## src/common/fbs_regs.svh

```systemverilog
/*
  Offsets, field positions, table constants and timing figures of the bring-up sequencer.
  Assumes it is included by its bare name from the package only; the design uses its macros without including it.
*/
`ifndef FBS_REGS_SVH
`define FBS_REGS_SVH

// APB register offsets of the sequencer
`define FBS_OFF_CTRL      8'h00
`define FBS_OFF_STATUS    8'h04
`define FBS_OFF_IRQ_STAT  8'h08
`define FBS_OFF_IRQ_MASK  8'h0c
`define FBS_OFF_DELAY     8'h10

// Field positions
`define FBS_CTRL_START    0
`define FBS_ST_BUSY       0
`define FBS_ST_DONE       1
`define FBS_ST_ERR        2
`define FBS_ST_LIVE       3
`define FBS_ST_STEP_LSB   8
`define FBS_IRQ_DONE      0
`define FBS_IRQ_ERR       1

// Expander bus address and register addresses
`define FBS_EXP_I2C_ADDR  7'h20
`define FBS_EXP_OUT0      8'h02
`define FBS_EXP_OUT1      8'h03
`define FBS_EXP_OUT2      8'h04
`define FBS_EXP_DIR0      8'h06
`define FBS_EXP_DIR1      8'h07
`define FBS_EXP_DIR2      8'h08

// Module-side FPGA registers reached over SPI, and the values written to them
`define FBS_MOD_IO_RST    8'h00
`define FBS_MOD_FIFO_RST  8'h01
`define FBS_MOD_SRC_A     8'h02
`define FBS_MOD_SRC_B     8'h03
`define FBS_MOD_RST_VAL   8'h01
`define FBS_SRC_ADC       8'h00
`define FBS_SRC_TRAIN     8'h01
`define FBS_SRC_RAMP      8'h02

// Step indices of the sequence table
`define FBS_STEP_LAST_I2C  6'd7
`define FBS_STEP_PLL_FIRST 6'd8
`define FBS_STEP_PLL_NEXT  6'd10
`define FBS_STEP_ADC_LAST  6'd29
`define FBS_STEP_TRAIN_RST 6'd43

// Timing
`define FBS_CLK_NS        100
`define FBS_PLL_WAIT_NS   1000000
`define FBS_PLL_WAIT_CYC  ((`FBS_PLL_WAIT_NS + `FBS_CLK_NS - 1) / `FBS_CLK_NS)

`endif

```

## src/common/fbs_pkg.sv

```systemverilog
/*
  Types of the bring-up sequencer: step kinds, target devices, states and the state record.
  Assumes the constants header is on the include path.
*/
package fbs_pkg;
  `include "fbs_regs.svh"

  typedef enum logic [2:0] {K_I2C, K_SPI, K_WAIT, K_DRST, K_DINC, K_TRAIN, K_RAMP, K_END}
    fbs_kind_type;
  typedef enum logic [1:0] {DEV_PLL, DEV_ADC, DEV_DAC, DEV_MOD} fbs_dev_type;
  typedef enum logic [3:0] {S_IDLE, S_FETCH, S_I2C, S_SPI, S_WAIT, S_DINC, S_TRAIN, S_RAMP,
                            S_DONE, S_FAIL} fbs_state_type;

  typedef struct packed {
    fbs_kind_type kind;
    fbs_dev_type  dev;
    logic [7:0]   addr;
    logic [7:0]   data;
  } fbs_step_type;

  typedef struct packed {
    fbs_state_type st;
    logic [5:0]    idx;
    logic [15:0]   cnt;
    logic          i2c_req;
    logic [7:0]    i2c_reg;
    logic [7:0]    i2c_data;
    logic          spi_req;
    fbs_dev_type   spi_dev;
    logic [7:0]    spi_addr;
    logic [7:0]    spi_data;
    logic          dly_rst;
    logic          dly_inc;
    logic          trn_start;
    logic          rmp_start;
    logic          live;
    logic [1:0]    irq_stat;
    logic [1:0]    irq_mask;
    logic [7:0]    dly_start;
    logic [31:0]   prdata;
  } fbs_state_rec_type;
endpackage

```

## src/fbs_sequencer.sv

```systemverilog
/*
  Bring-up sequencer for a converter mezzanine: powers it through an I2C expander, loads
  PLL, ADC and DAC over SPI, trains the input lanes and checks a ramp before live data.
  Assumes external I2C and SPI write engines with a request held until a done pulse, a lane
  training engine and a ramp checker, all on pclk; software drives it over APB.
*/
// Notes on behaviour
// - First expander write puts 0x01 on port zero, local reference clock.
// - Then port one gets 0x00, all supplies off, then port two 0x00.
// - Port zero and port one direction registers get 0x00, all outputs.
// - Port two direction gets 0x3F: bits 5..0 inputs, bits 7..6 outputs.
// - Port one gets 0x10 for switching regulators, only then 0x1F for all.
// - PLL is touched only after reference mux and reference supply are set.
// - PLL gets 0x02 at 0x02 first, then at least 1 ms pause.
// - PLL addresses 0x03 to 0x12 follow in ascending order with table data.
// - ADC gets its four writes in order once its clock is valid.
// - DAC gets its nine writes in order for four-times interpolation.
// - Training follows configuration: module I/O, FIFO reset, training pattern both channels.
// - Reset delays, optionally step to start, launch training, confirm success.
// - Both channels go to ramp, ramp is checked, then live converter data.
`timescale 1ns/1ns

module fbs_sequencer
  import fbs_pkg::*;
#(
  parameter int WAIT_CYCLES = `FBS_PLL_WAIT_CYC
) (
  input  wire logic        pclk,
  input  wire logic        presetn,
  input  wire logic        psel,
  input  wire logic        penable,
  input  wire logic        pwrite,
  input  wire logic [7:0]  paddr,
  input  wire logic [31:0] pwdata,
  output logic      [31:0] prdata,
  output logic             pready,
  output logic             pslverr,
  output logic             irq,
  output logic             i2c_req,
  output logic      [6:0]  i2c_dev_addr,
  output logic      [7:0]  i2c_reg_addr,
  output logic      [7:0]  i2c_wdata,
  input  wire logic        i2c_done,
  output logic             spi_req,
  output fbs_dev_type      spi_dev,
  output logic      [7:0]  spi_addr,
  output logic      [7:0]  spi_wdata,
  input  wire logic        spi_done,
  output logic             delay_reset,
  output logic             delay_inc,
  output logic             train_start,
  input  wire logic        train_done,
  input  wire logic        train_ok,
  output logic             ramp_check_start,
  input  wire logic        ramp_done,
  input  wire logic        ramp_ok,
  output logic             live_select
);

  ////////////////////////////////////////////////////////////////////////////////////////
  // Sequence table

  function automatic fbs_step_type fbs_step(input logic [5:0] i);
    fbs_step_type s;
    s = '{K_END, DEV_PLL, 8'h00, 8'h00};
    case (i)
      6'd0:  s = '{K_I2C, DEV_PLL, `FBS_EXP_OUT0, 8'h01};
      6'd1:  s = '{K_I2C, DEV_PLL, `FBS_EXP_OUT1, 8'h00};
      6'd2:  s = '{K_I2C, DEV_PLL, `FBS_EXP_OUT2, 8'h00};
      6'd3:  s = '{K_I2C, DEV_PLL, `FBS_EXP_DIR0, 8'h00};
      6'd4:  s = '{K_I2C, DEV_PLL, `FBS_EXP_DIR1, 8'h00};
      6'd5:  s = '{K_I2C, DEV_PLL, `FBS_EXP_DIR2, 8'h3f};
      6'd6:  s = '{K_I2C, DEV_PLL, `FBS_EXP_OUT1, 8'h10};
      6'd7:  s = '{K_I2C, DEV_PLL, `FBS_EXP_OUT1, 8'h1f};
      6'd8:  s = '{K_SPI, DEV_PLL, 8'h02, 8'h02};
      6'd9:  s = '{K_WAIT, DEV_PLL, 8'h00, 8'h00};
      6'd10: s = '{K_SPI, DEV_PLL, 8'h03, 8'h38};
      6'd11: s = '{K_SPI, DEV_PLL, 8'h04, 8'hb3};
      6'd12: s = '{K_SPI, DEV_PLL, 8'h05, 8'h04};
      6'd13: s = '{K_SPI, DEV_PLL, 8'h06, 8'h32};
      6'd14: s = '{K_SPI, DEV_PLL, 8'h07, 8'h07};
      6'd15: s = '{K_SPI, DEV_PLL, 8'h08, 8'h20};
      6'd16: s = '{K_SPI, DEV_PLL, 8'h09, 8'h83};
      6'd17: s = '{K_SPI, DEV_PLL, 8'h0a, 8'h00};
      6'd18: s = '{K_SPI, DEV_PLL, 8'h0b, 8'h83};
      6'd19: s = '{K_SPI, DEV_PLL, 8'h0c, 8'h00};
      6'd20: s = '{K_SPI, DEV_PLL, 8'h0d, 8'h81};
      6'd21: s = '{K_SPI, DEV_PLL, 8'h0e, 8'h00};
      6'd22: s = '{K_SPI, DEV_PLL, 8'h0f, 8'h81};
      6'd23: s = '{K_SPI, DEV_PLL, 8'h10, 8'h00};
      6'd24: s = '{K_SPI, DEV_PLL, 8'h11, 8'h82};
      6'd25: s = '{K_SPI, DEV_PLL, 8'h12, 8'h00};
      6'd26: s = '{K_SPI, DEV_ADC, 8'h00, 8'h20};
      6'd27: s = '{K_SPI, DEV_ADC, 8'h20, 8'h01};
      6'd28: s = '{K_SPI, DEV_ADC, 8'h14, 8'h00};
      6'd29: s = '{K_SPI, DEV_ADC, 8'hff, 8'h01};
      6'd30: s = '{K_SPI, DEV_DAC, 8'h00, 8'h3a};
      6'd31: s = '{K_SPI, DEV_DAC, 8'h20, 8'h01};
      6'd32: s = '{K_SPI, DEV_DAC, 8'h5e, 8'h00};
      6'd33: s = '{K_SPI, DEV_DAC, 8'h5f, 8'h60};
      6'd34: s = '{K_SPI, DEV_DAC, 8'h0a, 8'h00};
      6'd35: s = '{K_SPI, DEV_DAC, 8'h28, 8'h02};
      6'd36: s = '{K_SPI, DEV_DAC, 8'h26, 8'h80};
      6'd37: s = '{K_SPI, DEV_DAC, 8'h25, 8'h01};
      6'd38: s = '{K_SPI, DEV_DAC, 8'h01, 8'h00};
      6'd39: s = '{K_SPI, DEV_MOD, `FBS_MOD_IO_RST, `FBS_MOD_RST_VAL};
      6'd40: s = '{K_SPI, DEV_MOD, `FBS_MOD_FIFO_RST, `FBS_MOD_RST_VAL};
      6'd41: s = '{K_SPI, DEV_MOD, `FBS_MOD_SRC_A, `FBS_SRC_TRAIN};
      6'd42: s = '{K_SPI, DEV_MOD, `FBS_MOD_SRC_B, `FBS_SRC_TRAIN};
      6'd43: s = '{K_DRST, DEV_PLL, 8'h00, 8'h00};
      6'd44: s = '{K_DINC, DEV_PLL, 8'h00, 8'h00};
      6'd45: s = '{K_TRAIN, DEV_PLL, 8'h00, 8'h00};
      6'd46: s = '{K_SPI, DEV_MOD, `FBS_MOD_SRC_A, `FBS_SRC_RAMP};
      6'd47: s = '{K_SPI, DEV_MOD, `FBS_MOD_SRC_B, `FBS_SRC_RAMP};
      6'd48: s = '{K_RAMP, DEV_PLL, 8'h00, 8'h00};
      6'd49: s = '{K_SPI, DEV_MOD, `FBS_MOD_SRC_A, `FBS_SRC_ADC};
      6'd50: s = '{K_SPI, DEV_MOD, `FBS_MOD_SRC_B, `FBS_SRC_ADC};
      default: s = '{K_END, DEV_PLL, 8'h00, 8'h00};
    endcase
    return s;
  endfunction

  function automatic logic fbs_running(input fbs_state_type st);
    return (st != S_IDLE) && (st != S_DONE) && (st != S_FAIL);
  endfunction

  ////////////////////////////////////////////////////////////////////////////////////////
  // State

  fbs_state_rec_type r_reg;
  fbs_state_rec_type r_next;
  fbs_step_type      step;
  logic              acc_wr;
  logic              mapped;
  logic [1:0]        ev;

  assign step   = fbs_step(r_reg.idx);
  assign acc_wr = psel && penable && pwrite;
  assign mapped = (paddr == `FBS_OFF_CTRL) || (paddr == `FBS_OFF_STATUS) ||
                  (paddr == `FBS_OFF_IRQ_STAT) || (paddr == `FBS_OFF_IRQ_MASK) ||
                  (paddr == `FBS_OFF_DELAY);

  always_comb begin
    r_next = r_reg;
    ev = 2'b00;
    r_next.dly_rst = 1'b0;
    r_next.dly_inc = 1'b0;
    r_next.trn_start = 1'b0;
    r_next.rmp_start = 1'b0;
    case (r_reg.st)
      S_FETCH: begin
        case (step.kind)
          K_I2C: begin
            r_next.i2c_req = 1'b1;
            r_next.i2c_reg = step.addr;
            r_next.i2c_data = step.data;
            r_next.st = S_I2C;
          end
          K_SPI: begin
            r_next.spi_req = 1'b1;
            r_next.spi_dev = step.dev;
            r_next.spi_addr = step.addr;
            r_next.spi_data = step.data;
            r_next.st = S_SPI;
          end
          K_WAIT: begin
            r_next.cnt = 16'h0000;
            r_next.st = S_WAIT;
          end
          K_DRST: begin
            r_next.dly_rst = 1'b1;
            r_next.idx = r_reg.idx + 6'd1;
          end
          K_DINC: begin
            r_next.cnt = 16'h0000;
            r_next.st = S_DINC;
          end
          K_TRAIN: begin
            r_next.trn_start = 1'b1;
            r_next.st = S_TRAIN;
          end
          K_RAMP: begin
            r_next.rmp_start = 1'b1;
            r_next.st = S_RAMP;
          end
          default: begin
            r_next.live = 1'b1;
            r_next.st = S_DONE;
            ev[`FBS_IRQ_DONE] = 1'b1;
          end
        endcase
      end
      S_I2C: begin
        // Request is held until the engine reports completion
        if (i2c_done) begin
          r_next.i2c_req = 1'b0;
          r_next.idx = r_reg.idx + 6'd1;
          r_next.st = S_FETCH;
        end
      end
      S_SPI: begin
        if (spi_done) begin
          r_next.spi_req = 1'b0;
          r_next.idx = r_reg.idx + 6'd1;
          r_next.st = S_FETCH;
        end
      end
      S_WAIT: begin
        if (r_reg.cnt == 16'(WAIT_CYCLES - 1)) begin
          r_next.idx = r_reg.idx + 6'd1;
          r_next.st = S_FETCH;
        end else begin
          r_next.cnt = r_reg.cnt + 16'h0001;
        end
      end
      S_DINC: begin
        // Zero start count skips stepping altogether
        if (r_reg.cnt[7:0] == r_reg.dly_start) begin
          r_next.idx = r_reg.idx + 6'd1;
          r_next.st = S_FETCH;
        end else begin
          r_next.dly_inc = 1'b1;
          r_next.cnt = r_reg.cnt + 16'h0001;
        end
      end
      S_TRAIN: begin
        if (train_done && train_ok) begin
          r_next.idx = r_reg.idx + 6'd1;
          r_next.st = S_FETCH;
        end else if (train_done) begin
          r_next.st = S_FAIL;
          ev[`FBS_IRQ_ERR] = 1'b1;
        end
      end
      S_RAMP: begin
        if (ramp_done && ramp_ok) begin
          r_next.idx = r_reg.idx + 6'd1;
          r_next.st = S_FETCH;
        end else if (ramp_done) begin
          r_next.st = S_FAIL;
          ev[`FBS_IRQ_ERR] = 1'b1;
        end
      end
      default: begin
      end
    endcase

    // Register bus; read data is caught in the setup cycle so no wait state is needed
    if (psel && !penable) begin
      case (paddr)
        `FBS_OFF_STATUS: begin
          r_next.prdata = 32'h0000_0000;
          r_next.prdata[`FBS_ST_BUSY] = fbs_running(r_reg.st);
          r_next.prdata[`FBS_ST_DONE] = (r_reg.st == S_DONE);
          r_next.prdata[`FBS_ST_ERR] = (r_reg.st == S_FAIL);
          r_next.prdata[`FBS_ST_LIVE] = r_reg.live;
          r_next.prdata[`FBS_ST_STEP_LSB +: 6] = r_reg.idx;
        end
        `FBS_OFF_IRQ_STAT: r_next.prdata = {30'h0, r_reg.irq_stat};
        `FBS_OFF_IRQ_MASK: r_next.prdata = {30'h0, r_reg.irq_mask};
        `FBS_OFF_DELAY:    r_next.prdata = {24'h0, r_reg.dly_start};
        default:           r_next.prdata = 32'h0000_0000;
      endcase
    end
    if (acc_wr) begin
      case (paddr)
        `FBS_OFF_CTRL: begin
          // Start while running is ignored
          if (pwdata[`FBS_CTRL_START] && !fbs_running(r_reg.st)) begin
            r_next.idx = 6'd0;
            r_next.live = 1'b0;
            r_next.st = S_FETCH;
          end
        end
        `FBS_OFF_IRQ_STAT: r_next.irq_stat = r_reg.irq_stat & ~pwdata[1:0];
        `FBS_OFF_IRQ_MASK: r_next.irq_mask = pwdata[1:0];
        `FBS_OFF_DELAY:    r_next.dly_start = pwdata[7:0];
        default: begin
        end
      endcase
    end
    // An event in the clearing cycle survives
    r_next.irq_stat = r_next.irq_stat | ev;
  end

  always_ff @(posedge pclk or negedge presetn) begin
    if (!presetn) begin
      r_reg <= '0;
    end else begin
      r_reg <= r_next;
    end
  end

  assign prdata           = r_reg.prdata;
  assign pready           = 1'b1;
  assign pslverr          = psel && penable && !mapped;
  assign irq              = |(r_reg.irq_stat & r_reg.irq_mask);
  assign i2c_req          = r_reg.i2c_req;
  assign i2c_dev_addr     = `FBS_EXP_I2C_ADDR;
  assign i2c_reg_addr     = r_reg.i2c_reg;
  assign i2c_wdata        = r_reg.i2c_data;
  assign spi_req          = r_reg.spi_req;
  assign spi_dev          = r_reg.spi_dev;
  assign spi_addr         = r_reg.spi_addr;
  assign spi_wdata        = r_reg.spi_data;
  assign delay_reset      = r_reg.dly_rst;
  assign delay_inc        = r_reg.dly_inc;
  assign train_start      = r_reg.trn_start;
  assign ramp_check_start = r_reg.rmp_start;
  assign live_select      = r_reg.live;

  ////////////////////////////////////////////////////////////////////////////////////////
  // Checks

  logic [15:0] gap_reg;
  logic        ramp_pass_reg;

  always_ff @(posedge pclk or negedge presetn) begin
    if (!presetn) begin
      gap_reg <= 16'h0000;
      ramp_pass_reg <= 1'b0;
    end else begin
      gap_reg <= spi_done ? 16'h0000 : (&gap_reg ? gap_reg : gap_reg + 16'h0001);
      ramp_pass_reg <= (r_reg.st == S_RAMP && ramp_done && ramp_ok) ||
                       (ramp_pass_reg && !(r_reg.st == S_FETCH && r_reg.idx == 6'd0));
    end
  end
endmodule

```

## config.mk

```make
export PLATFORM = sky130hd
export DESIGN_NAME = fbs_sequencer
export DESIGN_NICKNAME = d
export VERILOG_FILES = /design/src/common/fbs_pkg.sv /design/src/fbs_sequencer.sv
export VERILOG_INCLUDE_DIRS = /design/src /design/src/common
export SDC_FILE = /design/constraint.sdc
export NUM_CORES = 1
export LEC_CHECK = 0
export BUFFER_PORTS_ARGS = -buffer_cell sky130_fd_sc_hd__buf_2
export CAP_MARGIN = 20
export CORE_MARGIN = 4
export CORE_UTILIZATION = 55
export DETAILED_ROUTE_END_ITERATION = 10
export GPL_TIMING_DRIVEN = 0
export PLACE_DENSITY = 0.81
export SLEW_MARGIN = 15
export SYNTH_ARGS = -nofsm -noshare
export SYNTH_HDL_FRONTEND = slang
export SYNTH_SLANG_ARGS = --single-unit
```

## constraint.sdc

```tcl
create_clock -name pclk -period 3.1 [get_ports pclk]
set_input_delay 0.93 -clock pclk [delete_from_list [all_inputs] [get_ports pclk]]
set_output_delay 0.93 -clock pclk [all_outputs]
set_load 0.03 [all_outputs]
```

* Word-level counts from Yosys, hierarchy flattened
Memory sizes are Yosys's and may differ from the RTL's. Cells that the tools add are included.
Word-level totals: register bits after elaboration 111, bits in latches 0, memory bits (writable) 0, ROM bits 1344, output and inout port bits 83, word-level logic and storage cells 136, memories 1
Operators by class: add/subtract/negate cells 2, multipliers 0, div/mod/pow operators 0, order comparisons 0, equality and inequality tests 30, shift operators 0, mux-type cells 48, bitwise logic cells 4, reduce and logical (&&, ||, !) cells 32
Memories:
- (no name shown) | words 64, width 21, read ports 1, clocked after Yosys merged registers in 0, write ports 0, RTL line fbs_sequencer.sv:66 | case (i)
Operators by type and width (count):
- two-way mux 10 bit | 7
- case mux 10 bit (7 select lines) | 1
- case mux 14 bit (4 select lines) | 1
- two-way mux 16 bit | 3
- case mux 16 bit (3 select lines) | 1
- case mux 4 bit (7 select lines) | 1
- two-way mux 19 bit | 1
- two-way mux 6 bit | 3
- two-way mux 1 bit | 17
- two-way mux 17 bit | 1
- adder 16 x 1 -> 16 bit (second input constant) | 1
- equality test 16 x 14 -> 1 bit (second input constant) | 1
- equality test 4 x 3 -> 1 bit (second input constant) | 4
- equality test 8 x 4 -> 1 bit (second input constant) | 2
- two-way mux 4 bit | 4
- two-way mux 13 bit | 1
- inequality test 2 bit (second input constant) | 5
- equality test 3 bit (second input constant) | 3
- logical AND 1 bit | 9
- equality test 4 x 2 -> 1 bit (second input constant) | 2
- equality test 4 bit (second input constant) | 2
- equality test 8 x 3 -> 1 bit (second input constant) | 1
- equality test 8 x 5 -> 1 bit (second input constant) | 1
- equality test 8 bit | 1
- other kinds (25) | 43

* Logic depth before layout (Yosys ltp)
Gate-level depths: netlist of run 1.
depth after elaboration 9, depth in mapped cells 12

* Least setup slack after synthesis of run 1
Ideal clock, no wire load.
path type input-to-output, start point input port paddr[2], end point output port pslverr, arrival 2.173 ns, data required time 2.170 ns, setup slack -0.003 ns, cell stages on the path 4, cell sequence clkbuf_1 -> nor2_1 -> and3_1 -> nor3_1
Between the ends: word-level cells in the longest chain between the ends 7, elaborated cells between the ends (all ways) 11
Ends and longest elaborated chain:
- start, declared | RTL line fbs_sequencer.sv:33 | input wire logic [7:0] paddr,
- equality test 8 x 3 -> 1 bit / logical NOT 8 bit (equally long branches)
- logical OR 1 bit (3 in series) | RTL line fbs_sequencer.sv:139 | assign mapped = (paddr == `FBS_OFF_CTRL) || (paddr == `FBS_OFF_STATUS) ||
- logical OR 1 bit * | RTL line fbs_sequencer.sv:139
- logical NOT 1 bit * | RTL line fbs_sequencer.sv:296 | assign pslverr = psel && penable && !mapped;
- logical AND 1 bit * | RTL line fbs_sequencer.sv:296
- end, declared | RTL line fbs_sequencer.sv:37 | output logic pslverr,
Every way passes the cells marked *; elsewhere a longest branch is shown, timed or not.

* Worst setup path after layout of run 1
start point input port paddr[1], end point output port pslverr
The elaborated chain is that of the path after synthesis.

==> results of run 1 <==
-- placed cells by master, fill, tap and decap left out, types with 4 or more instances in the layout --
| master | n |
|---|---|
| sky130_fd_sc_hd__dfrtp_1 | 92 |
| sky130_fd_sc_hd__buf_2 | 89 |
| sky130_fd_sc_hd__buf_4 | 81 |
| sky130_fd_sc_hd__nand2_1 | 62 |
| sky130_fd_sc_hd__nor2_1 | 41 |
| sky130_fd_sc_hd__a21oi_1 | 31 |
| sky130_fd_sc_hd__o21ai_0 | 30 |
| sky130_fd_sc_hd__conb_1 | 26 |
| sky130_fd_sc_hd__nand3_1 | 23 |
| sky130_fd_sc_hd__o31ai_1 | 18 |
| sky130_fd_sc_hd__clkbuf_1 | 17 |
| sky130_fd_sc_hd__mux2_2 | 16 |
| sky130_fd_sc_hd__ha_1 | 15 |
| sky130_fd_sc_hd__nor2b_1 | 14 |
| sky130_fd_sc_hd__inv_1 | 13 |
| sky130_fd_sc_hd__and3_1 | 12 |
| sky130_fd_sc_hd__nand2b_1 | 11 |
| sky130_fd_sc_hd__mux2i_1 | 11 |
| sky130_fd_sc_hd__nor3_1 | 10 |
| sky130_fd_sc_hd__xnor2_1 | 10 |
| sky130_fd_sc_hd__or4_1 | 10 |
| sky130_fd_sc_hd__clkbuf_8 | 10 |
| sky130_fd_sc_hd__a211oi_1 | 9 |
| sky130_fd_sc_hd__nand4_1 | 8 |
| sky130_fd_sc_hd__a22o_1 | 7 |
| sky130_fd_sc_hd__mux2_4 | 7 |
| sky130_fd_sc_hd__a21o_1 | 5 |
| sky130_fd_sc_hd__buf_6 | 4 |
| sky130_fd_sc_hd__or3_1 | 4 |
| sky130_fd_sc_hd__o22ai_1 | 4 |
| sky130_fd_sc_hd__o221ai_1 | 4 |
-- kinds of logic after synthesis --
family,after synthesis,synth area share
AND/OR/NAND/NOR,224,0.194
AO/OA/AOI/OAI,146,0.170
buffers and inverters,125,0.130
flip-flops,93,0.381
multiplexers,37,0.0758
adder cells (fa/ha/maj),15,0.0307
XOR/XNOR,12,0.0172
other,2,0.00123
-- area by class of cell --
class | count | area [µm²] | share of cell area
plain buffers | 109 | 744 | 0.105
clock buffers | 11 | 141 | 0.0200
clock inverters | 5 | 58.8 | 0.00830
inverters | 16 | 66.3 | 0.00936
multi-input cells | 460 | 3110 | 0.438
flip-flops and latches | 93 | 2330 | 0.329
well taps | 140 | 175 | 0.0247
repair buffers | 86 | 465 | 0.0657
-- worst paths after layout --
| path | startpoint | slack [ns] | end | depth (start not counted) |
|---|---|---|---|---|
| max in group asynchronous | presetn | 1.96 | r_reg[91]$_DFFE_PN0P_ | 2 |
| min in group pclk | prdata[13]$_DFFE_PN0P_ | 0.48 | prdata[13]$_DFFE_PN0P_ | 2 |
| hold reg to reg | prdata[13]$_DFFE_PN0P_ | 0.48 | prdata[13]$_DFFE_PN0P_ | 2 |
| hold / removal | presetn | 0.48 | spi_addr[3]$_DFFE_PN0P_ | 1 |
| setup reg to reg | r_reg[101]$_DFF_PN0_ | 0.14 | spi_addr[0]$_DFFE_PN0P_ | 10 |
| setup / recovery | paddr[1] | 0.04 | pslverr | 6 |
-- per-stage QoR --
step           hold slack (ns)  setup TNS (ns)  utilization  std cells  area (µm²)
6_report                 0.482               0        0.654        920        7090
5_1_grt                  0.494         -0.0252        0.654        920        7090
4_1_cts                  0.487               0        0.649        917        7030
2_1_floorplan            0.450               0            -        678        6200
3_5_place_dp             0.467           -5.68        0.629        901        6820
3_3_place_gp             0.463           -5.49        0.626        900        6790
-- power groups by stage --
stage | registers, mW | logic [mW] | clock network, mW
floorplan | 1.68 | 2.53 | 0
global placement | 1.69 | 3.32 | 0
finish | 1.69 | 3.50 | 0.850
detailed placement | 1.71 | 3.37 | 0
CTS | 1.68 | 3.39 | 0.861
global route | 1.72 | 3.80 | 0.913
-- timing repair --
action / 4_1_cts / 5_1_grt
pin swaps: 0 / 1
buffers inserted: 0 / 3
hold buffers: 0 / 0
resized for setup: 7 / 10
endpoints found under the setup margin: 41 / 43
-- layer usage --
metal / up-vias / share of wire / track usage
li1: 2482 / - / -
met1: 2549 / 0.47 / 0.369
met2: 238 / 0.45 / 0.383
met3: 28 / 0.068 / 0.0382
met4: 0 / 0.018 / 0.0865
met5: - / 0 / 0
-- worst register-to-register path: stages, from the launching register on --
cell and delay [ns]:
sky130_fd_sc_hd__dfrtp_1 0.44, sky130_fd_sc_hd__clkbuf_4 0.25, sky130_fd_sc_hd__clkinvlp_4 0.13, sky130_fd_sc_hd__ha_1 0.28, sky130_fd_sc_hd__buf_2 0.24, sky130_fd_sc_hd__nand2b_1 0.19, sky130_fd_sc_hd__a21boi_4 0.23, sky130_fd_sc_hd__nor2_1 0.15
sky130_fd_sc_hd__or3_4 0.45, sky130_fd_sc_hd__buf_6 0.17, sky130_fd_sc_hd__mux2_4 0.31
==> summary by stage, run 1 <==
Route
The wire length per cell after detailed routing is 17.3 µm. The first detailed-routing pass ran for 5 iterations. Using the TritonRoute via totals, the vias-per-cell ratio works out to 5.76. The wire length reported by the detailed router is 15900 µm. After the first detailed-routing iteration, the DRC count stood at between 400 and 500. The total vias in the final route is 5297. In the routed design, unresolved DRC markers number 0. Once detail routing completed, the nets flagged for antenna violations numbered 0.

Synth
The largest area contributor in the synthesized netlist is sky130_fd_sc_hd__dfrtp_1. The register area share after synthesis is 0.381. After synthesis, the share of flip-flops with an asynchronous set or reset is 1.00. The cell area that synthesis handed to floorplanning was 6110 µm². The per-instance average area after synthesis is 9.34 µm². Sorting the synthesized cells by area gives the leading types as sky130_fd_sc_hd__dfrtp_1, sky130_fd_sc_hd__buf_4, sky130_fd_sc_hd__nand2_1, sky130_fd_sc_hd__ha_1, sky130_fd_sc_hd__mux2_2. sky130_fd_sc_hd__dfrtp_1 is the most common cell in the netlist. The synthesized design contains 0 enable-type register cells. Counting flops and latches in the post-synthesis netlist gives 93. The commonest cells after synthesis are sky130_fd_sc_hd__dfrtp_1, sky130_fd_sc_hd__buf_4, sky130_fd_sc_hd__nand2_1, sky130_fd_sc_hd__nor2_1. Of the post-synthesis cell area, the dominant cell type holds 0.381. The most used flip-flop cell after synthesis is sky130_fd_sc_hd__dfrtp_1.

The synthesized netlist cell count is 654. Synthesis instantiated 80 different standard cells from the library. The count of yosys warnings during synthesis is 0.

Die
The core region is 10800 µm². The full die area is 12900 µm². The number of top-level pins is 134. After floorplanning, the core was divided into 38 placement rows. The overall die width is 113 µm. The starting utilization of the core area is 0.564.

Measured along the y axis, the die boundary spans 113 µm.

Global route
The number of global-route vias before repair is 5117. Across every metal layer, demand over resource in global routing totals 0.252. The pin count of the biggest net entering global routing is 64. The initial antenna violation count is 0.

The global-route wire length before repair is ~26000 µm. Global routing finished with a remaining overflow of 0.

Clocking
CTS saw between 90 and 100 sinks. TritonCTS built the clock tree. In this run, CTS created clock tree buffers numbering 9. The CTS H-tree depth is 3. The clock transition at the registers of the reported paths is 0.09 ns. The tree is rooted in a sky130_fd_sc_hd__clkbuf_8. The maximum buffer depth of the clock tree is 2. The source-to-sink clock delay at the later pin of the worst-skew pair is 0.38 ns.

STA
For this run, the top clock speed supported by timing is approximately 0.33 GHz. The worst path in the final design needs a cycle of 3.06 ns, including I/O delays and setup. The slew at the pin with the worst max-slew slack is 0.712 ns. Of the available clock period, the critical path in the final layout requires 0.986. The hold violation total from the final report is 0. The number of endpoints failing setup at the final stage is 0. The count of final max-slew check failures is 0. The post-layout worst setup margin is 0.0438 ns.

Across the routed clock network, the largest skew measured is ~0.0097 ns. The relative slew slack is 0.522.

Worst hold path
In this run the worst hold path is classified as input port to async pin.

Cells and area
0 antenna diodes ended up in the layout. The register with the most flip-flops in the layout has 38 of them. In the final design database the tool counted 841 nets. The area growth from synthesis to layout is 16.0%. Counting the fill cells in the layout gives 950. The fraction of final layout cells with drive strength greater than 1 is 0.313.

Setup path
The delay of the slowest cell on the worst path is 0.58 ns. The worst setup path is of the input port to output pin kind. Among cell families on the critical path, the largest total delay comes from simple AND/OR/NAND/NOR gates. STA classifies the critical path endpoint as an output pin. Data arrives at the worst endpoint at 2.13 ns.

The slowest stage of the critical path belongs to the cell sky130_fd_sc_hd__or4_4. Together, buffers and inverters on the worst path number 2. The top fanout value on the critical path is 3. The element type at the critical path start is an input port.

The critical path goes through buf_2 > or4_4 > nor2_4 > and3_4 > nor3_2 > buf_4. The data required time at the worst endpoint is 2.17 ns.

Placed design
The congestion estimate from routability-driven global placement came to 0.939. In this run the tool buffered the top-level ports with 82 buffer cells. Detailed placement ended at an HPWL of 11800 µm. The placement-stage worst setup slack is -0.269 ns.

Power
Of the total power, the share spent switching nets is 0.469. Summed over all nets, the switching power comes to 2.83 mW. The completed layout was analyzed and its total power is between 6 and 7 mW. Across the VDD grid, the largest voltage drop is 532 µV. Of the total power, registers draw 0.280. The internal power of the cells totals 3.20 mW. Summed over all cells, the static leakage comes to 3.50 nW.

Of the total power, combinational logic draws 0.579. Of the total power, the clock network draws 0.141. Dividing total power by cell area gives a power density of 852 nW/µm².

Job
Max-cap violations in this run came to 0.

Outcome
The run finished with clean final reports.
Power figures use the tool's default switching activity.
==> inputs of run 2 (changes only) <==
--- a/config.mk
+++ b/config.mk
@@ -12,6 +12,7 @@
 export CORE_UTILIZATION = 55
 export DETAILED_ROUTE_END_ITERATION = 10
 export GPL_TIMING_DRIVEN = 0
+export MAX_ROUTING_LAYER = met4
 export PLACE_DENSITY = 0.81
 export SLEW_MARGIN = 15
 export SYNTH_ARGS = -nofsm -noshare
==> constraint.sdc (replaced) <==
create_clock -name pclk -period 3.1 [get_ports pclk]
set_input_delay 0.155 -clock pclk [delete_from_list [all_inputs] [get_ports pclk]]
set_output_delay 0.155 -clock pclk [all_outputs]
set_load 0.03 [all_outputs]
==> run 2 against run 1 <==
Against the previous run: register-to-register slack got worse by 0.03 ns; sequential cell count did not move; clock power rose by 7.5%; routed wire length fell by 1.1%; global-route usage rose by 0.36 points; sequential power barely moved; highest routed layer unchanged; final cell count rose by 0.33%; count of clock-buffer cells in the layout fell by 2; largest cell class unchanged; design area rose by 0.26%; hold slack got worse by 0.48 ns.
==> summary by stage, run 2 (same netlist as run 1, synthesis figures left out) <==
Setup path
The top fanout value on the critical path is 10 (was 3). The endpoint kind of the worst setup timing path is a register (was output pin). The element type at the critical path start is a register (was input port). The type of the worst setup path is register to register (was input port to output pin). The data arrival at the endpoint of the critical path is 3.29 ns (was 2.13 ns). The data required time at the worst endpoint is 3.40 ns (was 2.17 ns). Crit-path cells: clkbuf_4 > clkinvlp_4 > ha_1 > buf_2 > nand2b_1 > a21boi_2 > buf_4 > o221ai_4 > o211ai_4 > buf_6 > or4_1 > a21oi_1 (was buf_2 > or4_4 > nor2_4 > and3_4 > nor3_2 > buf_4). The delay of the slowest cell on the worst path was 0.51 ns (was 0.58 ns). The internal reg-to-reg setup slack is 0.11 ns (was 0.14 ns). The highest-delay cell along the critical path was sky130_fd_sc_hd__or4_1 (was sky130_fd_sc_hd__or4_4).

STA
The share of the clock period used by the worst path after layout is 0.963 (was 0.986). The slew at the pin with the worst max-slew slack was 0.659 ns (was 0.712 ns). The number of endpoints failing setup at the final stage is 0 (unchanged). The count of final max-slew check failures was 0 (unchanged). The upper clock frequency limit is 0.335 GHz (was 0.327 GHz). The hold violation total from the final report is 0 (unchanged). The final critical-path required period was 2.99 ns (was 3.06 ns). The largest clock skew in the final design is 0.0108 ns (was 0.00969 ns).

The total negative slack for setup checks is 0 ns (unchanged). The relative slew slack is 0.561 (was 0.522).

Clocking
The clock tree from TritonCTS is yes (unchanged). The clock transition at the registers of the reported paths came to 0.10 ns (was 0.09 ns). The number of clock buffers inserted by TritonCTS came to 9 (unchanged). The source-to-sink clock delay at the later pin of the worst-skew pair was 0.38 ns (about the same). The CTS H-tree depth came to 3 (unchanged). The clock root buffer master is sky130_fd_sc_hd__clkbuf_8 (unchanged).

The maximum buffer depth of the clock tree was 2 (unchanged). The number of clock sinks is 93 (unchanged).

Global route
The number of global-route vias before repair is 5098 (was 5117). The total routing resource utilization after global routing is 0.255 (was 0.252). The global-route wire length before repair is 25900 µm (was 26000 µm). The total congestion overflow after global routing is 0 (unchanged). The initial antenna violation count was 0 (unchanged). The pin count of the biggest net entering global routing is 62 (was 64).

Die
The number of cell rows was 38 (unchanged). The overall die width was 113 µm (unchanged). The floorplan die height was 113 µm (unchanged). The starting utilization of the core area is 0.564 (unchanged). The full die area is 12900 µm² (unchanged).

The placeable core region is 10800 µm² (unchanged). The number of top-level pins is 134 (unchanged).

Route
The violation count after the first detailed-routing iteration is 463 (was 489). The total vias in the final route is 5253 (was 5297). The antenna violation net count after detailed routing is 0 (unchanged). The DRC violation count after routing is 0 (unchanged). The wire length per cell after detailed routing is 17.1 µm (was 17.3 µm).

The wire length reported by the detailed router is 15800 µm (was 15900 µm). The first-pass iteration count of the detailed router is 5 (unchanged). The ratio of routed vias to standard cells is 5.69 (was 5.76).

Cells and area
The synthesis-to-finish area growth is 16.3% (was 16.0%). The flip-flop count of the largest register after layout came to 38 (unchanged). The final cell count without fillers is 923 (was 920).

Commonest cells after routing, fill and taps aside: sky130_fd_sc_hd__buf_2, sky130_fd_sc_hd__dfrtp_1, sky130_fd_sc_hd__buf_4, sky130_fd_sc_hd__nand2_1, sky130_fd_sc_hd__nor2_1 (was sky130_fd_sc_hd__dfrtp_1, sky130_fd_sc_hd__buf_2, sky130_fd_sc_hd__buf_4, sky130_fd_sc_hd__nand2_1, sky130_fd_sc_hd__nor2_1). The final net count was 844 (was 841). The fraction of final layout cells with drive strength greater than 1 is 0.314 (was 0.313). The number of diodes was 0 (unchanged). The final cell utilization of the core is 0.655 (was 0.654).

Power
The power per unit of standard cell area is 863 nW/µm² (was 852 nW/µm²). The leakage dissipation was 3.53 nW (was 3.50 nW). The maximum ir drop on the vdd rail is 409 µV (was 532 µV).

Placed design
The quantity of I/O buffers inserted on ports was 82 (unchanged). The instance count after placement with tap cells included is 901 (unchanged). The detailed placement HPWL came to 11500 µm (was 11800 µm). The global placer's final weighted congestion is 0.963 (was 0.939).

Worst hold path
The classification of the worst-slack hold path is input port to register (was input port to async pin).

Job
The total of max-cap violations is 0 (unchanged).

Outcome
Run status: finished, final reports clean (unchanged).
==> run 2: layout make-up <==
type	count	area, µm²
timing repair buffer	89	488
buffer	109	743
sequential	93	2330
multi-input combinational	460	3080
clock inverter	7	98.8
fill	914	3740
tap	140	175
inverter	16	70.1
clock buffer	9	124
==> run 2: worst paths after layout <==
path | startpoint | to | depth (start not counted)
min in group asynchronous | presetn | spi_dev[0]$_DFFE_PN0P_ | 2
worst min register to register | prdata[10]$_DFFE_PN0P_ | prdata[10]$_DFFE_PN0P_ | 2
worst min-delay path | pwdata[7] | r_reg[39]$_DFFE_PN0P_ | 2
max in group asynchronous | presetn | r_reg[87]$_DFFE_PN0P_ | 3
worst max register to register | r_reg[101]$_DFF_PN0_ | r_reg[97]$_DFFE_PN0P_ | 12
worst max-delay path | r_reg[101]$_DFF_PN0_ | r_reg[97]$_DFFE_PN0P_ | 12
==> run 2: metal layers <==
layer,share of wire,global-route usage,vias up
met5,0,-,-
met4,0.012,0.0665,0
met3,0.074,0.0308,20
met2,0.43,0.375,227
met1,0.48,0.378,2520
li1,-,-,2486
==> run 2: critical path: cells and delay by family (launching register included) <==
kind | cells | cell delay [ns]
compound gates | 4 | 0.58
fa+ha+maj | 1 | 0.31
buf+inv | 5 | 0.92
flops | 1 | 0.42
simple gates | 2 | 0.67
==> run 2: metrics by stage <==
step	power [mW]	worst slack, ns	instance area [µm²]	hold WS [ns]
final	6.13	0.115	7100	0.00381
after floorplan	4.20	0.446	6200	-0.141
after global routing	6.52	-0.00274	7100	0.00638
after global placement	5.03	-0.251	6790	0.386
after CTS	6.01	0.0430	7050	0.00239
after detailed placement	5.08	-0.257	6820	0.134
==> run 2: timing repair <==
| item | in CTS | in global routing |
|---|---|---|
| setup endpoints to repair | 46 | 39 |
| hold endpoints to repair | 32 | 0 |
| buffers inserted | 0 | 5 |
| hold buffers | 1 | 0 |
| gates resized for setup | 3 | 11 |
| pin swaps | 0 | 1 |
==> run 2: power by group <==
part	switching, mW	leakage (nW)	internal, mW
Combinational	2.17	2.16	1.36
Clock	0.455	0.115	0.460
Sequential	0.219	1.25	1.47
==> inputs of run 3 (changes only) <==
--- a/config.mk
+++ b/config.mk
@@ -14,6 +14,7 @@
 export GPL_TIMING_DRIVEN = 0
 export MAX_ROUTING_LAYER = met4
 export PLACE_DENSITY = 0.81
+export RECOVER_POWER = 50
 export SLEW_MARGIN = 15
 export SYNTH_ARGS = -nofsm -noshare
 export SYNTH_HDL_FRONTEND = slang
==> run 3 against run 2 <==
Against the previous run: the run now ends with max-capacitance violations, max-slew violations left; sequential cell count stayed put; clock skew about the same; combinational power is essentially flat; first-iteration DRC count grew 0.86%; fmax is essentially flat; via count hardly changed; critical endpoint unchanged.
==> summary by stage, run 3 (same netlist as run 1, synthesis figures left out) <==
Outcome
Run status: finished with violations (was finished, final reports clean). The final reports fail on max-capacitance violations, max-slew violations.

Setup path
The endpoint kind of the worst setup timing path is a register (unchanged). The highest-delay cell along the critical path is sky130_fd_sc_hd__or4_1 (unchanged). The element type at the critical path start is a register (unchanged). The data arrival at the endpoint of the critical path is 3.29 ns (about the same). The logic depth of the worst setup path including buffers is 12 (unchanged). The cell type group with the largest total delay on the critical path is buffers and inverters (unchanged). The type of the worst setup path is register to register (unchanged). The data required time at the worst endpoint is 3.40 ns (about the same). The number of buffers and inverters on the critical path is 5 (unchanged). The delay of the slowest cell on the worst path is 0.51 ns (about the same).

Crit-path cells: clkbuf_4 > clkinvlp_4 > ha_1 > buf_2 > nand2b_1 > a21boi_2 > buf_4 > o221ai_4 > o211ai_4 > buf_6 > or4_1 > a21oi_1 (unchanged). The top fanout value on the critical path was 10 (unchanged). The logic depth of the worst register-to-register path is 12 (unchanged).

Worst hold path
The classification of the worst-slack hold path is input port to register (unchanged). The number of instances on the worst hold path was 2 (unchanged).

Cells and area
The flip-flop count of the largest register after layout is 38 (unchanged). The area of the multi-input gates is 3050 µm² (was 3080 µm²). The final net count is 844 (unchanged).

The synthesis-to-finish area growth is 15.4% (was 16.3%). The sequential cell area in the final layout is 2330 µm² (unchanged). The library cell used most frequently in the layout, excluding fill and tap cells, is sky130_fd_sc_hd__dfrtp_1.

The number of fill cells in the layout is 934 (was 914). The fraction of final layout cells with drive strength greater than 1 is 0.282 (was 0.314). The final cell utilization of the core is 0.651 (was 0.655). The final cell count without fillers is 923 (unchanged). Commonest cells after routing, fill and taps aside: sky130_fd_sc_hd__dfrtp_1, sky130_fd_sc_hd__buf_4, sky130_fd_sc_hd__buf_2, sky130_fd_sc_hd__nand2_1, sky130_fd_sc_hd__nor2_1 (was sky130_fd_sc_hd__buf_2, sky130_fd_sc_hd__dfrtp_1, sky130_fd_sc_hd__buf_4, sky130_fd_sc_hd__nand2_1, sky130_fd_sc_hd__nor2_1). The number of diodes is 0 (unchanged).

Die
The overall die width is 113 µm (unchanged). The number of cell rows came to 38 (unchanged). The starting utilization of the core area is 0.564 (unchanged). The placeable core region came to 10800 µm² (unchanged). The full die area was 12900 µm² (unchanged). The floorplan die height is 113 µm (unchanged). The number of top-level pins is 134 (unchanged).

Route
The total vias in the final route is 5257 (was 5253). The antenna violation net count after detailed routing was 0 (unchanged). The ratio of routed vias to standard cells is 5.70 (was 5.69). The violation count after the first detailed-routing iteration is 467 (was 463). The first-pass iteration count of the detailed router was 5 (unchanged).

The DRC violation count after routing is 0 (unchanged). The wire length reported by the detailed router is 15800 µm (about the same). The wire length per cell after detailed routing is 17.1 µm (about the same).

Global route
The total congestion overflow after global routing is 0 (unchanged). The pin count of the biggest net entering global routing is 62 (unchanged). The global-route wire length before repair is 25900 µm (unchanged). The total routing resource utilization after global routing was 0.255 (unchanged).

The number of global-route vias before repair is 5098 (unchanged). The initial antenna violation count is 0 (unchanged).

Placed design
The global placer's final weighted congestion is 0.963 (unchanged). The detailed placement HPWL is 11500 µm (unchanged). The instance count after placement with tap cells included came to 901 (unchanged). The quantity of I/O buffers inserted on ports is 82 (unchanged).

Power
The maximum ir drop on the vdd rail is 405 µV (was 409 µV). The power per unit of standard cell area is 866 nW/µm² (was 863 nW/µm²). The leakage dissipation is 3.43 nW (was 3.53 nW).

Clocking
The number of clock sinks was 93 (unchanged). The maximum buffer depth of the clock tree was 2 (unchanged). The clock transition at the registers of the reported paths came to 0.10 ns (about the same). The number of clock buffers inserted by TritonCTS is 9 (unchanged). The clock root buffer master is sky130_fd_sc_hd__clkbuf_8 (unchanged). The CTS H-tree depth came to 3 (unchanged).

The source-to-sink clock delay at the later pin of the worst-skew pair came to 0.37 ns (was 0.38 ns). The clock tree from TritonCTS is yes (unchanged).

STA
The final critical-path required period is 2.99 ns (about the same). The count of final max-slew check failures was 33 (was 0). The largest clock skew in the final design was 0.0103 ns (was 0.0108 ns). The share of the clock period used by the worst path after layout came to 0.963 (about the same). The slew at the pin with the worst max-slew slack was 1.91 ns (was 0.659 ns).

The number of endpoints failing setup at the final stage is 0 (unchanged). The upper clock frequency limit is 0.335 GHz (about the same). The relative slew slack is -0.276 (was 0.561). The hold violation total from the final report came to 0 (unchanged).

Job
The total of max-cap violations is 1 (was 0).
==> run 3: final timing paths <==
path | from | endpoint | slack (ns)
max | r_reg[101]$_DFF_PN0_ | r_reg[97]$_DFFE_PN0P_ | 0.11
min | pwdata[7] | r_reg[39]$_DFFE_PN0P_ | 0.01
max reg2reg | r_reg[101]$_DFF_PN0_ | r_reg[97]$_DFFE_PN0P_ | 0.11
min reg2reg | prdata[10]$_DFFE_PN0P_ | prdata[10]$_DFFE_PN0P_ | 0.49
max in group asynchronous | presetn | r_reg[102]$_DFF_PN0_ | 1.00
min in group asynchronous | presetn | spi_dev[0]$_DFFE_PN0P_ | 0.84
==> run 3: layout make-up <==
cell class | instances | share of cell area
flip-flops and latches | 93 | 0.330
inverters | 16 | 0.00993
multi-input cells | 460 | 0.433
clock buffers | 9 | 0.0176
repair buffers | 89 | 0.0651
plain buffers | 109 | 0.105
clock inverters | 7 | 0.0140
well taps | 140 | 0.0248
==> run 3: routing by layer <==
metal  global-route usage  routed length, µm  up-vias
met1                0.378               7600     2514
li1                     -                  -     2486
met4               0.0665                206        0
met2                0.375               6810      238
met3               0.0308               1140       19
met5                    -                  0        -
==> run 3: timing repair <==
action / 4_1_cts / 5_1_grt
cloned: 0 / 0
endpoints found under the setup margin: 46 / 39
setup buffers: 0 / 5
hold endpoints to repair: 32 / 0
pin swaps: 0 / 1
resized for setup: 3 / 11
hold buffers: 1 / 0
==> run 3: where the power goes <==
part           internal, mW  switching [mW]
logic                  1.34            2.17
registers              1.47           0.220
clock network         0.460           0.449
==> run 3: through the flow <==
| stage | setup TNS [ns] | setup slack (ns) | instance area (µm²) | hold slack (ns) | power [mW] |
|---|---|---|---|---|---|
| 3_3_place_gp | -6.63 | -0.251 | 6790 | 0.386 | 5.03 |
| 6_report | 0 | 0.113 | 7050 | 0.0100 | 6.11 |
| 5_1_grt | -0.00405 | -0.00274 | 7050 | 0.00638 | 6.50 |
| 4_1_cts | 0 | 0.0430 | 7050 | 0.00239 | 6.01 |
| 2_1_floorplan | 0 | 0.446 | 6200 | -0.141 | 4.20 |
| 3_5_place_dp | -6.97 | -0.257 | 6820 | 0.134 | 5.08 |
